## src/core/wdt_defines.vh

```
// Register map, field positions, reset values and counts of the watchdog block
`ifndef WDT_DEFINES_VH
`define WDT_DEFINES_VH

// Register byte addresses
`define WDT_ADDR_REFRESH 8'h00
`define WDT_ADDR_START 8'h04
`define WDT_ADDR_CONTROL 8'h08
`define WDT_ADDR_STATUS 8'h0C
`define WDT_ADDR_MASK 8'h10
`define WDT_ADDR_COUNT 8'h14
`define WDT_ADDR_STATE 8'h18
`define WDT_ADDR_OPTION 8'h1C

// Address of the option byte in the flash map (kept for software reference)
`define WDT_OPTION_BYTE_ADDR 16'hFFFF
`define WDT_OPT_AUTOSTART_BIT 0

// Control register fields
`define WDT_CTL_DIV_SEL 0
`define WDT_CTL_SUB_SRC 1
`define WDT_CTL_CVS_LO 2
`define WDT_CTL_CVS_HI 3
`define WDT_CTL_URS 4
`define WDT_CTL_WIDTH 5
`define WDT_CTL_RESET 5'h00

// Status and mask fields
`define WDT_ST_UNDERFLOW 0
`define WDT_ST_BAD_REFRESH 1
`define WDT_ST_WIDTH 2
`define WDT_ST_RESET 2'h0
`define WDT_MASK_RESET 2'h0

// Refresh sequence values
`define WDT_REFRESH_FIRST 8'h00
`define WDT_REFRESH_SECOND 8'hFF

// Prescaler divisors
`define WDT_DIV_FAST 16
`define WDT_DIV_SLOW 128
`define WDT_DIV_SUB 32

// Counter start values
`define WDT_CNT_CPU 16'h8000
`define WDT_CNT_SUB0 16'h0200
`define WDT_CNT_SUB1 16'h0400
`define WDT_CNT_SUB2 16'h0800
`define WDT_CNT_SUB3 16'h1000

// Bus responses
`define WDT_RESP_OKAY 2'h0
`define WDT_RESP_SLVERR 2'h2

`endif

```

## src/core/wdt_top.v

```verilog
// Watchdog timer with AXI4-Lite register access, refresh sequence and underflow action
//
// Overview of operation
// - The counter reloads on a 00h-then-FFh refresh write pair, on block reset and on underflow.
// - With autostart disabled the counter and prescaler stay stopped until the start register is written.
// - With autostart enabled counting begins right after reset ends without software.
// - The autostart option comes only from the option byte strap and software cannot change it.
// - With the CPU-clock source the counter holds its value in stop and wait mode.
// - With the sub-clock source the counter holds only in stop mode and runs on in wait mode.
// - Underflow raises an interrupt when the reset select bit is 0 and a reset when it is 1.
// - The prescaler clears only on block reset, so a refresh period may differ by one prescale.
// - CPU-clock mode counts down from 32768 at the CPU clock divided by 16 or by 128.
// - Sub-clock mode counts at the sub-clock divided by 32 from 512, 1024, 2048 or 4096.
//
// The AXI4-Lite interface to the registers was decided locally.
`timescale 1ns/1ns
`include "wdt_defines.vh"
module wdt_top
#(
    parameter DIV_FAST = `WDT_DIV_FAST,
    parameter DIV_SLOW = `WDT_DIV_SLOW,
    parameter DIV_SUB = `WDT_DIV_SUB,
    parameter [15:0] CNT_CPU = `WDT_CNT_CPU
)
(
    input wire MCLK,
    input wire SYS_RST,
    input wire [7:0] STARTUP_OPTION_BYTE,
    input wire SUBCLOCK_INPUT,
    input wire STOP_MODE,
    input wire WAIT_MODE,
    input wire [7:0] S_AXI_AWADDR,
    input wire S_AXI_AWVALID,
    output reg S_AXI_AWREADY,
    input wire [31:0] S_AXI_WDATA,
    input wire [3:0] S_AXI_WSTRB,
    input wire S_AXI_WVALID,
    output reg S_AXI_WREADY,
    output reg [1:0] S_AXI_BRESP,
    output reg S_AXI_BVALID,
    input wire S_AXI_BREADY,
    input wire [7:0] S_AXI_ARADDR,
    input wire S_AXI_ARVALID,
    output reg S_AXI_ARREADY,
    output reg [31:0] S_AXI_RDATA,
    output reg [1:0] S_AXI_RRESP,
    output reg S_AXI_RVALID,
    input wire S_AXI_RREADY,
    output reg WDT_IRQ,
    output reg WDT_RESET
);

////////////////////////////////////////////////////////////////////////////////
// Declarations
reg [7:0] aw_addr;
reg aw_got;
reg [31:0] w_data;
reg [3:0] w_strb;
reg w_got;
reg [`WDT_CTL_WIDTH-1:0] wdt_control_reg;
reg [`WDT_ST_WIDTH-1:0] status;
reg [`WDT_ST_WIDTH-1:0] mask;
reg [15:0] count;
reg running;
reg strap_taken;
reg autostart_disable;
reg [7:0] startup_option_byte;
reg refresh_armed;
reg sub_s1;
reg sub_s2;
reg sub_s3;
wire prescaler_div_select;
wire sub_src;
wire count_value_select_lo;
wire count_value_select_hi;
wire underflow_reset_select;
wire do_write;
wire wr_refresh;
wire wr_start;
wire wr_control;
wire wr_status;
wire wr_mask;
wire wr_mapped;
wire refresh_ok;
wire refresh_bad;
wire sub_edge;
wire count_enable;
wire tick;
wire underflow;
wire [`WDT_ST_WIDTH-1:0] status_set;
reg [15:0] reload_value;
reg [31:0] next_rdata;
reg next_rmapped;
assign prescaler_div_select = wdt_control_reg[`WDT_CTL_DIV_SEL];
assign sub_src = wdt_control_reg[`WDT_CTL_SUB_SRC];
assign count_value_select_lo = wdt_control_reg[`WDT_CTL_CVS_LO];
assign count_value_select_hi = wdt_control_reg[`WDT_CTL_CVS_HI];
assign underflow_reset_select = wdt_control_reg[`WDT_CTL_URS];

////////////////////////////////////////////////////////////////////////////////
// Bus write channel
assign do_write = aw_got & w_got & ~S_AXI_BVALID;
assign wr_refresh = do_write & (aw_addr == `WDT_ADDR_REFRESH) & w_strb[0];
assign wr_start = do_write & (aw_addr == `WDT_ADDR_START);
assign wr_control = do_write & (aw_addr == `WDT_ADDR_CONTROL) & w_strb[0];
assign wr_status = do_write & (aw_addr == `WDT_ADDR_STATUS) & w_strb[0];
assign wr_mask = do_write & (aw_addr == `WDT_ADDR_MASK) & w_strb[0];
// Word-aligned map with no holes up to the option byte
assign wr_mapped = (aw_addr <= `WDT_ADDR_OPTION);

always @(posedge MCLK or posedge SYS_RST)
begin
    if (SYS_RST)
    begin
        aw_addr <= 8'h00;
        aw_got <= 1'b0;
        w_data <= 32'h00000000;
        w_strb <= 4'h0;
        w_got <= 1'b0;
        S_AXI_AWREADY <= 1'b1;
        S_AXI_WREADY <= 1'b1;
        S_AXI_BVALID <= 1'b0;
        S_AXI_BRESP <= `WDT_RESP_OKAY;
    end
    else
    begin
        if (S_AXI_AWVALID & S_AXI_AWREADY)
        begin
            aw_addr <= {S_AXI_AWADDR[7:2], 2'h0};
            aw_got <= 1'b1;
            S_AXI_AWREADY <= 1'b0;
        end
        if (S_AXI_WVALID & S_AXI_WREADY)
        begin
            w_data <= S_AXI_WDATA;
            w_strb <= S_AXI_WSTRB;
            w_got <= 1'b1;
            S_AXI_WREADY <= 1'b0;
        end
        if (do_write)
        begin
            S_AXI_BVALID <= 1'b1;
            S_AXI_BRESP <= wr_mapped ? `WDT_RESP_OKAY : `WDT_RESP_SLVERR;
        end
        if (S_AXI_BVALID & S_AXI_BREADY)
        begin
            S_AXI_BVALID <= 1'b0;
            aw_got <= 1'b0;
            w_got <= 1'b0;
            S_AXI_AWREADY <= 1'b1;
            S_AXI_WREADY <= 1'b1;
        end
    end
end

////////////////////////////////////////////////////////////////////////////////
// Bus read channel
always @*
begin
    next_rdata = 32'h00000000;
    next_rmapped = 1'b1;
    case ({S_AXI_ARADDR[7:2], 2'h0})
        `WDT_ADDR_REFRESH, `WDT_ADDR_START: next_rdata = 32'h00000000;
        `WDT_ADDR_CONTROL: next_rdata[`WDT_CTL_WIDTH-1:0] = wdt_control_reg;
        `WDT_ADDR_STATUS: next_rdata[`WDT_ST_WIDTH-1:0] = status;
        `WDT_ADDR_MASK: next_rdata[`WDT_ST_WIDTH-1:0] = mask;
        `WDT_ADDR_COUNT: next_rdata[15:0] = count;
        `WDT_ADDR_STATE: next_rdata[2:0] = {refresh_armed, autostart_disable, running};
        `WDT_ADDR_OPTION: next_rdata[7:0] = startup_option_byte;
        default: next_rmapped = 1'b0;
    endcase
end

always @(posedge MCLK or posedge SYS_RST)
begin
    if (SYS_RST)
    begin
        S_AXI_ARREADY <= 1'b1;
        S_AXI_RVALID <= 1'b0;
        S_AXI_RDATA <= 32'h00000000;
        S_AXI_RRESP <= `WDT_RESP_OKAY;
    end
    else
    begin
        if (S_AXI_ARVALID & S_AXI_ARREADY)
        begin
            S_AXI_ARREADY <= 1'b0;
            S_AXI_RVALID <= 1'b1;
            S_AXI_RDATA <= next_rdata;
            S_AXI_RRESP <= next_rmapped ? `WDT_RESP_OKAY : `WDT_RESP_SLVERR;
        end
        else if (S_AXI_RVALID & S_AXI_RREADY)
        begin
            S_AXI_RVALID <= 1'b0;
            S_AXI_ARREADY <= 1'b1;
        end
    end
end

////////////////////////////////////////////////////////////////////////////////
// Control, strap capture and start
always @(posedge MCLK or posedge SYS_RST)
begin
    if (SYS_RST)
    begin
        wdt_control_reg <= `WDT_CTL_RESET;
        mask <= `WDT_MASK_RESET;
        strap_taken <= 1'b0;
        autostart_disable <= 1'b0;
        startup_option_byte <= 8'h00;
        running <= 1'b0;
    end
    else
    begin
        if (wr_control)
            wdt_control_reg <= w_data[`WDT_CTL_WIDTH-1:0];
        if (wr_mask)
            mask <= w_data[`WDT_ST_WIDTH-1:0];
        if (!strap_taken)
        begin
            strap_taken <= 1'b1;
            startup_option_byte <= STARTUP_OPTION_BYTE;
            autostart_disable <= STARTUP_OPTION_BYTE[`WDT_OPT_AUTOSTART_BIT];
            running <= ~STARTUP_OPTION_BYTE[`WDT_OPT_AUTOSTART_BIT];
        end
        else if (wr_start)
            running <= 1'b1;
    end
end

////////////////////////////////////////////////////////////////////////////////
// Refresh sequence
// two-write refresh
assign refresh_ok = wr_refresh & refresh_armed & (w_data[7:0] == `WDT_REFRESH_SECOND);
assign refresh_bad = wr_refresh & ~refresh_armed & (w_data[7:0] == `WDT_REFRESH_SECOND);

always @(posedge MCLK or posedge SYS_RST)
begin
    if (SYS_RST)
        refresh_armed <= 1'b0;
    else if (wr_refresh)
        refresh_armed <= (w_data[7:0] == `WDT_REFRESH_FIRST);
end

////////////////////////////////////////////////////////////////////////////////
// Count source and down-counter
always @(posedge MCLK or posedge SYS_RST)
begin
    if (SYS_RST)
    begin
        sub_s1 <= 1'b0;
        sub_s2 <= 1'b0;
        sub_s3 <= 1'b0;
    end
    else
    begin
        sub_s1 <= SUBCLOCK_INPUT;
        sub_s2 <= sub_s1;
        sub_s3 <= sub_s2;
    end
end

assign sub_edge = sub_s2 & ~sub_s3;
// CPU source holds in stop and wait
// sub source holds in stop only
assign count_enable = running & ~STOP_MODE & ~(WAIT_MODE & ~sub_src);

// prescaler cleared by block reset only
wdt_prescaler #(
    .DIV_FAST(DIV_FAST),
    .DIV_SLOW(DIV_SLOW),
    .DIV_SUB(DIV_SUB)
) u_prescaler (
    .clk(MCLK),
    .rst(SYS_RST),
    .enable(count_enable),
    .sub_mode(sub_src),
    .div_sel(prescaler_div_select),
    .sub_edge(sub_edge),
    .tick(tick)
);

always @*
begin
    reload_value = CNT_CPU;
    if (sub_src)
    begin
        case ({count_value_select_hi, count_value_select_lo})
            2'h0: reload_value = `WDT_CNT_SUB0;
            2'h1: reload_value = `WDT_CNT_SUB1;
            2'h2: reload_value = `WDT_CNT_SUB2;
            2'h3: reload_value = `WDT_CNT_SUB3;
            default: reload_value = `WDT_CNT_SUB0;
        endcase
    end
end

assign underflow = tick & count_enable & (count == 16'h0000);
// reload on reset, refresh and underflow
always @(posedge MCLK or posedge SYS_RST)
begin
    if (SYS_RST)
        count <= `WDT_CNT_CPU;
    else if (refresh_ok | underflow)
        count <= reload_value;
    else if (tick & count_enable)
        count <= count - 16'h0001;
end

////////////////////////////////////////////////////////////////////////////////
// Underflow action, status and interrupt
// interrupt or reset by select bit
assign status_set[`WDT_ST_UNDERFLOW] = underflow & ~underflow_reset_select;
assign status_set[`WDT_ST_BAD_REFRESH] = refresh_bad;

always @(posedge MCLK or posedge SYS_RST)
begin
    if (SYS_RST)
    begin
        status <= `WDT_ST_RESET;
        WDT_IRQ <= 1'b0;
        WDT_RESET <= 1'b0;
    end
    else
    begin
        status <= (status & ~(w_data[`WDT_ST_WIDTH-1:0] & {`WDT_ST_WIDTH{wr_status}}))
                  | status_set;
        WDT_IRQ <= |(status & mask);
        WDT_RESET <= underflow & underflow_reset_select;
    end
end

endmodule

```

## src/core/wdt_prescaler.v

```verilog
// Prescaler that turns CPU clock cycles or sub-clock edges into counter ticks
`timescale 1ns/1ns
module wdt_prescaler
#(
    parameter DIV_FAST = 16,
    parameter DIV_SLOW = 128,
    parameter DIV_SUB = 32
)
(
    input wire clk,
    input wire rst,
    input wire enable,
    input wire sub_mode,
    input wire div_sel,
    input wire sub_edge,
    output reg tick
);

reg [7:0] count;
wire [7:0] limit;
wire step;

assign limit = sub_mode ? (DIV_SUB[7:0] - 8'h01) :
               (div_sel ? (DIV_SLOW[7:0] - 8'h01) : (DIV_FAST[7:0] - 8'h01));
assign step = enable & (sub_mode ? sub_edge : 1'b1);

// Cleared only by the block reset, never by a refresh
always @(posedge clk or posedge rst)
begin
    if (rst)
    begin
        count <= 8'h00;
        tick <= 1'b0;
    end
    else
    begin
        tick <= 1'b0;
        if (step)
        begin
            if (count >= limit)
            begin
                count <= 8'h00;
                tick <= 1'b1;
            end
            else
            begin
                count <= count + 8'h01;
            end
        end
    end
end

endmodule

```

## config.mk

```make
export PLATFORM = sky130hd
export DESIGN_NAME = wdt_top
export DESIGN_NICKNAME = d
export VERILOG_FILES = /design/src/core/wdt_top.v /design/src/core/wdt_prescaler.v
export VERILOG_INCLUDE_DIRS = /design/src /design/src/core
export SDC_FILE = /design/constraint.sdc
export NUM_CORES = 1
export LEC_CHECK = 0
export ABC_AREA = 1
export BUFFER_PORTS_ARGS = -buffer_cell sky130_fd_sc_hd__buf_2
export CAP_MARGIN = 40
export CORE_UTILIZATION = 48
export CTS_CLUSTER_SIZE = 25
export DETAILED_ROUTE_END_ITERATION = 8
export GPL_TIMING_DRIVEN = 0
export HOLD_SLACK_MARGIN = 0.08
export PLACE_DENSITY = 0.74
export RECOVER_POWER = 25
export SKIP_LAST_GASP = 1
export SLEW_MARGIN = 20
export SYNTH_ARGS = -nofsm -noshare
export SYNTH_HDL_FRONTEND = slang
export SYNTH_SLANG_ARGS = --single-unit
```

## constraint.sdc

```tcl
create_clock -name MCLK -period 2.8 [get_ports MCLK]
set_input_delay 0.28 -clock MCLK [delete_from_list [all_inputs] [get_ports MCLK]]
set_output_delay 0.28 -clock MCLK [all_outputs]
set_load 0.005 [all_outputs]
```

==> summary.txt <==
Ant diodes -> 0
Post-Syn Instances -> 579
Clock Latency Late Sink -> 360 ps
Ports -> 113
CTS Buf Count -> 9
RSZ-0062 raised after global routing -> false
Layout cells sized above 1 -> 17.8%
# clock sinks -> 90
Max stage delay on crit path -> 380 ps
Worst Setup End Kind -> flip-flop
First-pass GRT wire length -> 16400 um
Kind of critical path -> flip-flop to flip-flop
Largest net degree at the start of global routing -> 50
Non-Filler Instances -> 807
H-tree depth -> 3
Type of origin of the critical path -> flip-flop
Synth top cells by count -> nand2_1, dfrtp_1, nor2_1, inv_1, o21ai_0
Pre-antenna DRT Iters -> 4
Yosys top cell area share -> 47.0%
Arrival time at the worst endpoint -> 2170 ps
Final period util -> 67.1%
Req. time, crit path -> 3090 ps
Total die area -> 0.00994 mm2
Buffers on Ports -> 63
Ys Warns -> 0
Slew margin rel. -> 58.8%
Clock transition at path regs -> 90 ps
Final setup viols -> 0
Cell chain of the critical path -> buf_6 -> inv_6 -> nand2_1 -> ha_1 -> a21oi_1 -> o21ai_0 -> nor2_1 -> nor2_1 -> nor2_1
VDD IR max -> 0.427 mV
Core area -> 0.00924 mm2
PostCTS Resize Cnt -> 0
Yosys reg bits -> 90
DR WL/cell -> 12.0 um
CP max FO -> 8
Actual slew at the worst max-slew pin -> 617 ps
Vias in the first global route -> 3638
Regs by FF count -> S_AXI_RDATA x16, count x16
Fillers -> 871
CTS tree -> done
Total congestion overflow -> 0
Syn_area_per_cell -> 7.91 um2
Max-slew violations -> 0
Starting Density -> 49.6%
GR Util All Layers -> 20.9%
Post-route ant nets -> 0
Max stage delay cell, worst path -> dfrtp_1
P per Cell Area -> 823 mW/mm2
Post-synth EDFFs -> 0
Predominant post-synthesis flop cell -> dfrtp_1
Distinct cells, synth -> 39
Post-synth design cell area -> 0.00458 mm2
DP HPWL -> 7280 um
Initial antenna violation count -> 0
Placed insts -> 789
Clock buffer depth -> 2
Post-route DRC -> 0
Most common cell in the netlist -> nand2_1
Top cell family by delay on the critical path -> simple AND/OR/NAND/NOR gates
Top cell by count, worst path -> nor2_1
Buffers plus inverters on the worst setup path -> 2
Status -> finished clean
Hold Crit Class -> input port to flip-flop
Synth area leaders -> dfrtp_1, nand2_1, nor2_1
FFs w/ async S/R, synth -> 100%
Overall routed net length -> 9680 um
Num rows -> 35
Root Driver -> clkbuf_8
Drt via density -> 4.83
Final RePlAce weighted congestion -> 0.902
Layout Utilization -> 58.3%
Via count -> 3901
Setup Skew -> 10.0 ps
Die height -> 99.7 um
Max capacitance violation total -> 0
Synth-to-layout area growth -> 17.7%
Die span in x -> 99.7 um
Yosys top cell by area -> dfrtp_1
Sequential element share of the synthesized area -> 49.3%
Hold Violations, Final -> 0
Final min period -> 1880 ps
1st-iter DRT viols -> 151
Fmax achieved -> 533 MHz
Final nets -> 748
Pleak -> 2.82 nW
==> layout make-up <==
type	instances	area (um2)	share of cell area, %
well taps	129	161	3.00
repair buffers	66	354	6.57
flip-flops and latches	90	2260	41.9
multi-input cells	418	1970	36.6
clock buffers	11	141	2.62
clock inverters	5	85.1	1.58
plain buffers	24	165	3.07
inverters	64	250	4.64
==> per-stage QoR <==
step / setup WS [ps] / power [mW] / hold WS (ps) / cell area, um2 / setup TNS (ps)
finish: 923 / 4.44 / 98.5 / 5390 / 0
global route: 728 / 4.80 / 96.4 / 5390 / 0
CTS: 919 / 4.46 / 84.5 / 5390 / 0
detailed placement: 931 / 3.45 / 335 / 5140 / 0
global placement: -849 / 3.38 / 335 / 5120 / -72440
floorplan: 191 / 3.02 / 311 / 4640 / 0
==> per-layer routing <==
metal	vias up	part of all wire, %	track usage (%)
met5	-	0	0
met4	0	1.8	8.37
met3	16	3.3	2.95
met2	79	49	34.8
met1	1812	46	27.5
li1	1994	-	-
==> worst register-to-register path, stage by stage (launching register included) <==
cell     delay [ps]
dfrtp_1         380
buf_6           140
inv_6            70
nand2_1          80
ha_1            310
a21oi_1         140
o21ai_0          80
nor2_1          340
nor2_1          150
nor2_1          130
==> cell families after synthesis <==
logic type               after synthesis  synth area share (%)
AO/OA/AOI/OAI                         54                  6.53
adder cells (fa/ha/maj)                5                  1.37
multiplexers                           1                 0.246
buffers and inverters                 88                  9.02
XOR/XNOR                              12                  2.30
flip-flops                            90                  49.3
AND/OR/NAND/NOR                      327                  31.1
other                                  2                 0.164
==> repair_timing <==
action / CTS / global route
hold endpoints to repair: 46 / 0
buffers inserted: 0 / 0
hold buffers: 2 / 0
==> cells in the final DEF (no fill, tap or decap), types with 5 or more instances in the layout <==
cell / count
clkbuf_8: 10
conb_1: 19
nand3_1: 31
a21oi_1: 10
buf_4: 18
ha_1: 5
nor3_1: 13
xor2_1: 9
dfrtp_1: 86
clkbuf_1: 7
inv_1: 55
buf_2: 62
nor2_1: 67
nand2_1: 183
o21ai_0: 33
nand4_1: 14
o31ai_1: 6
==> path summary, 6_finish.rpt <==
kind / to / from / cells after the start / slack [ps]
max in group asynchronous: S_AXI_ARREADY / SYS_RST / 4 / 1550
setup reg to reg: u_prescaler.count[4] / wdt_control_reg[1] / 9 / 920
min in group asynchronous: u_prescaler.count[1] / SYS_RST / 3 / 550
hold / removal: S_AXI_AWREADY / S_AXI_AWVALID / 2 / 100
hold reg to reg: sub_s2 / sub_s1 / 0 / 350
setup / recovery: u_prescaler.count[4] / wdt_control_reg[1] / 9 / 920
==> power by group <==
part | internal (mW) | total, mW | switching, mW | leakage, nW
clock network | 0.534 | 0.995 | 0.461 | 0.111
logic | 0.524 | 1.39 | 0.870 | 1.57
registers | 1.69 | 2.05 | 0.359 | 1.15
total | 2.75 | 4.44 | 1.69 | 2.82
Power figures use the tool's default switching activity.
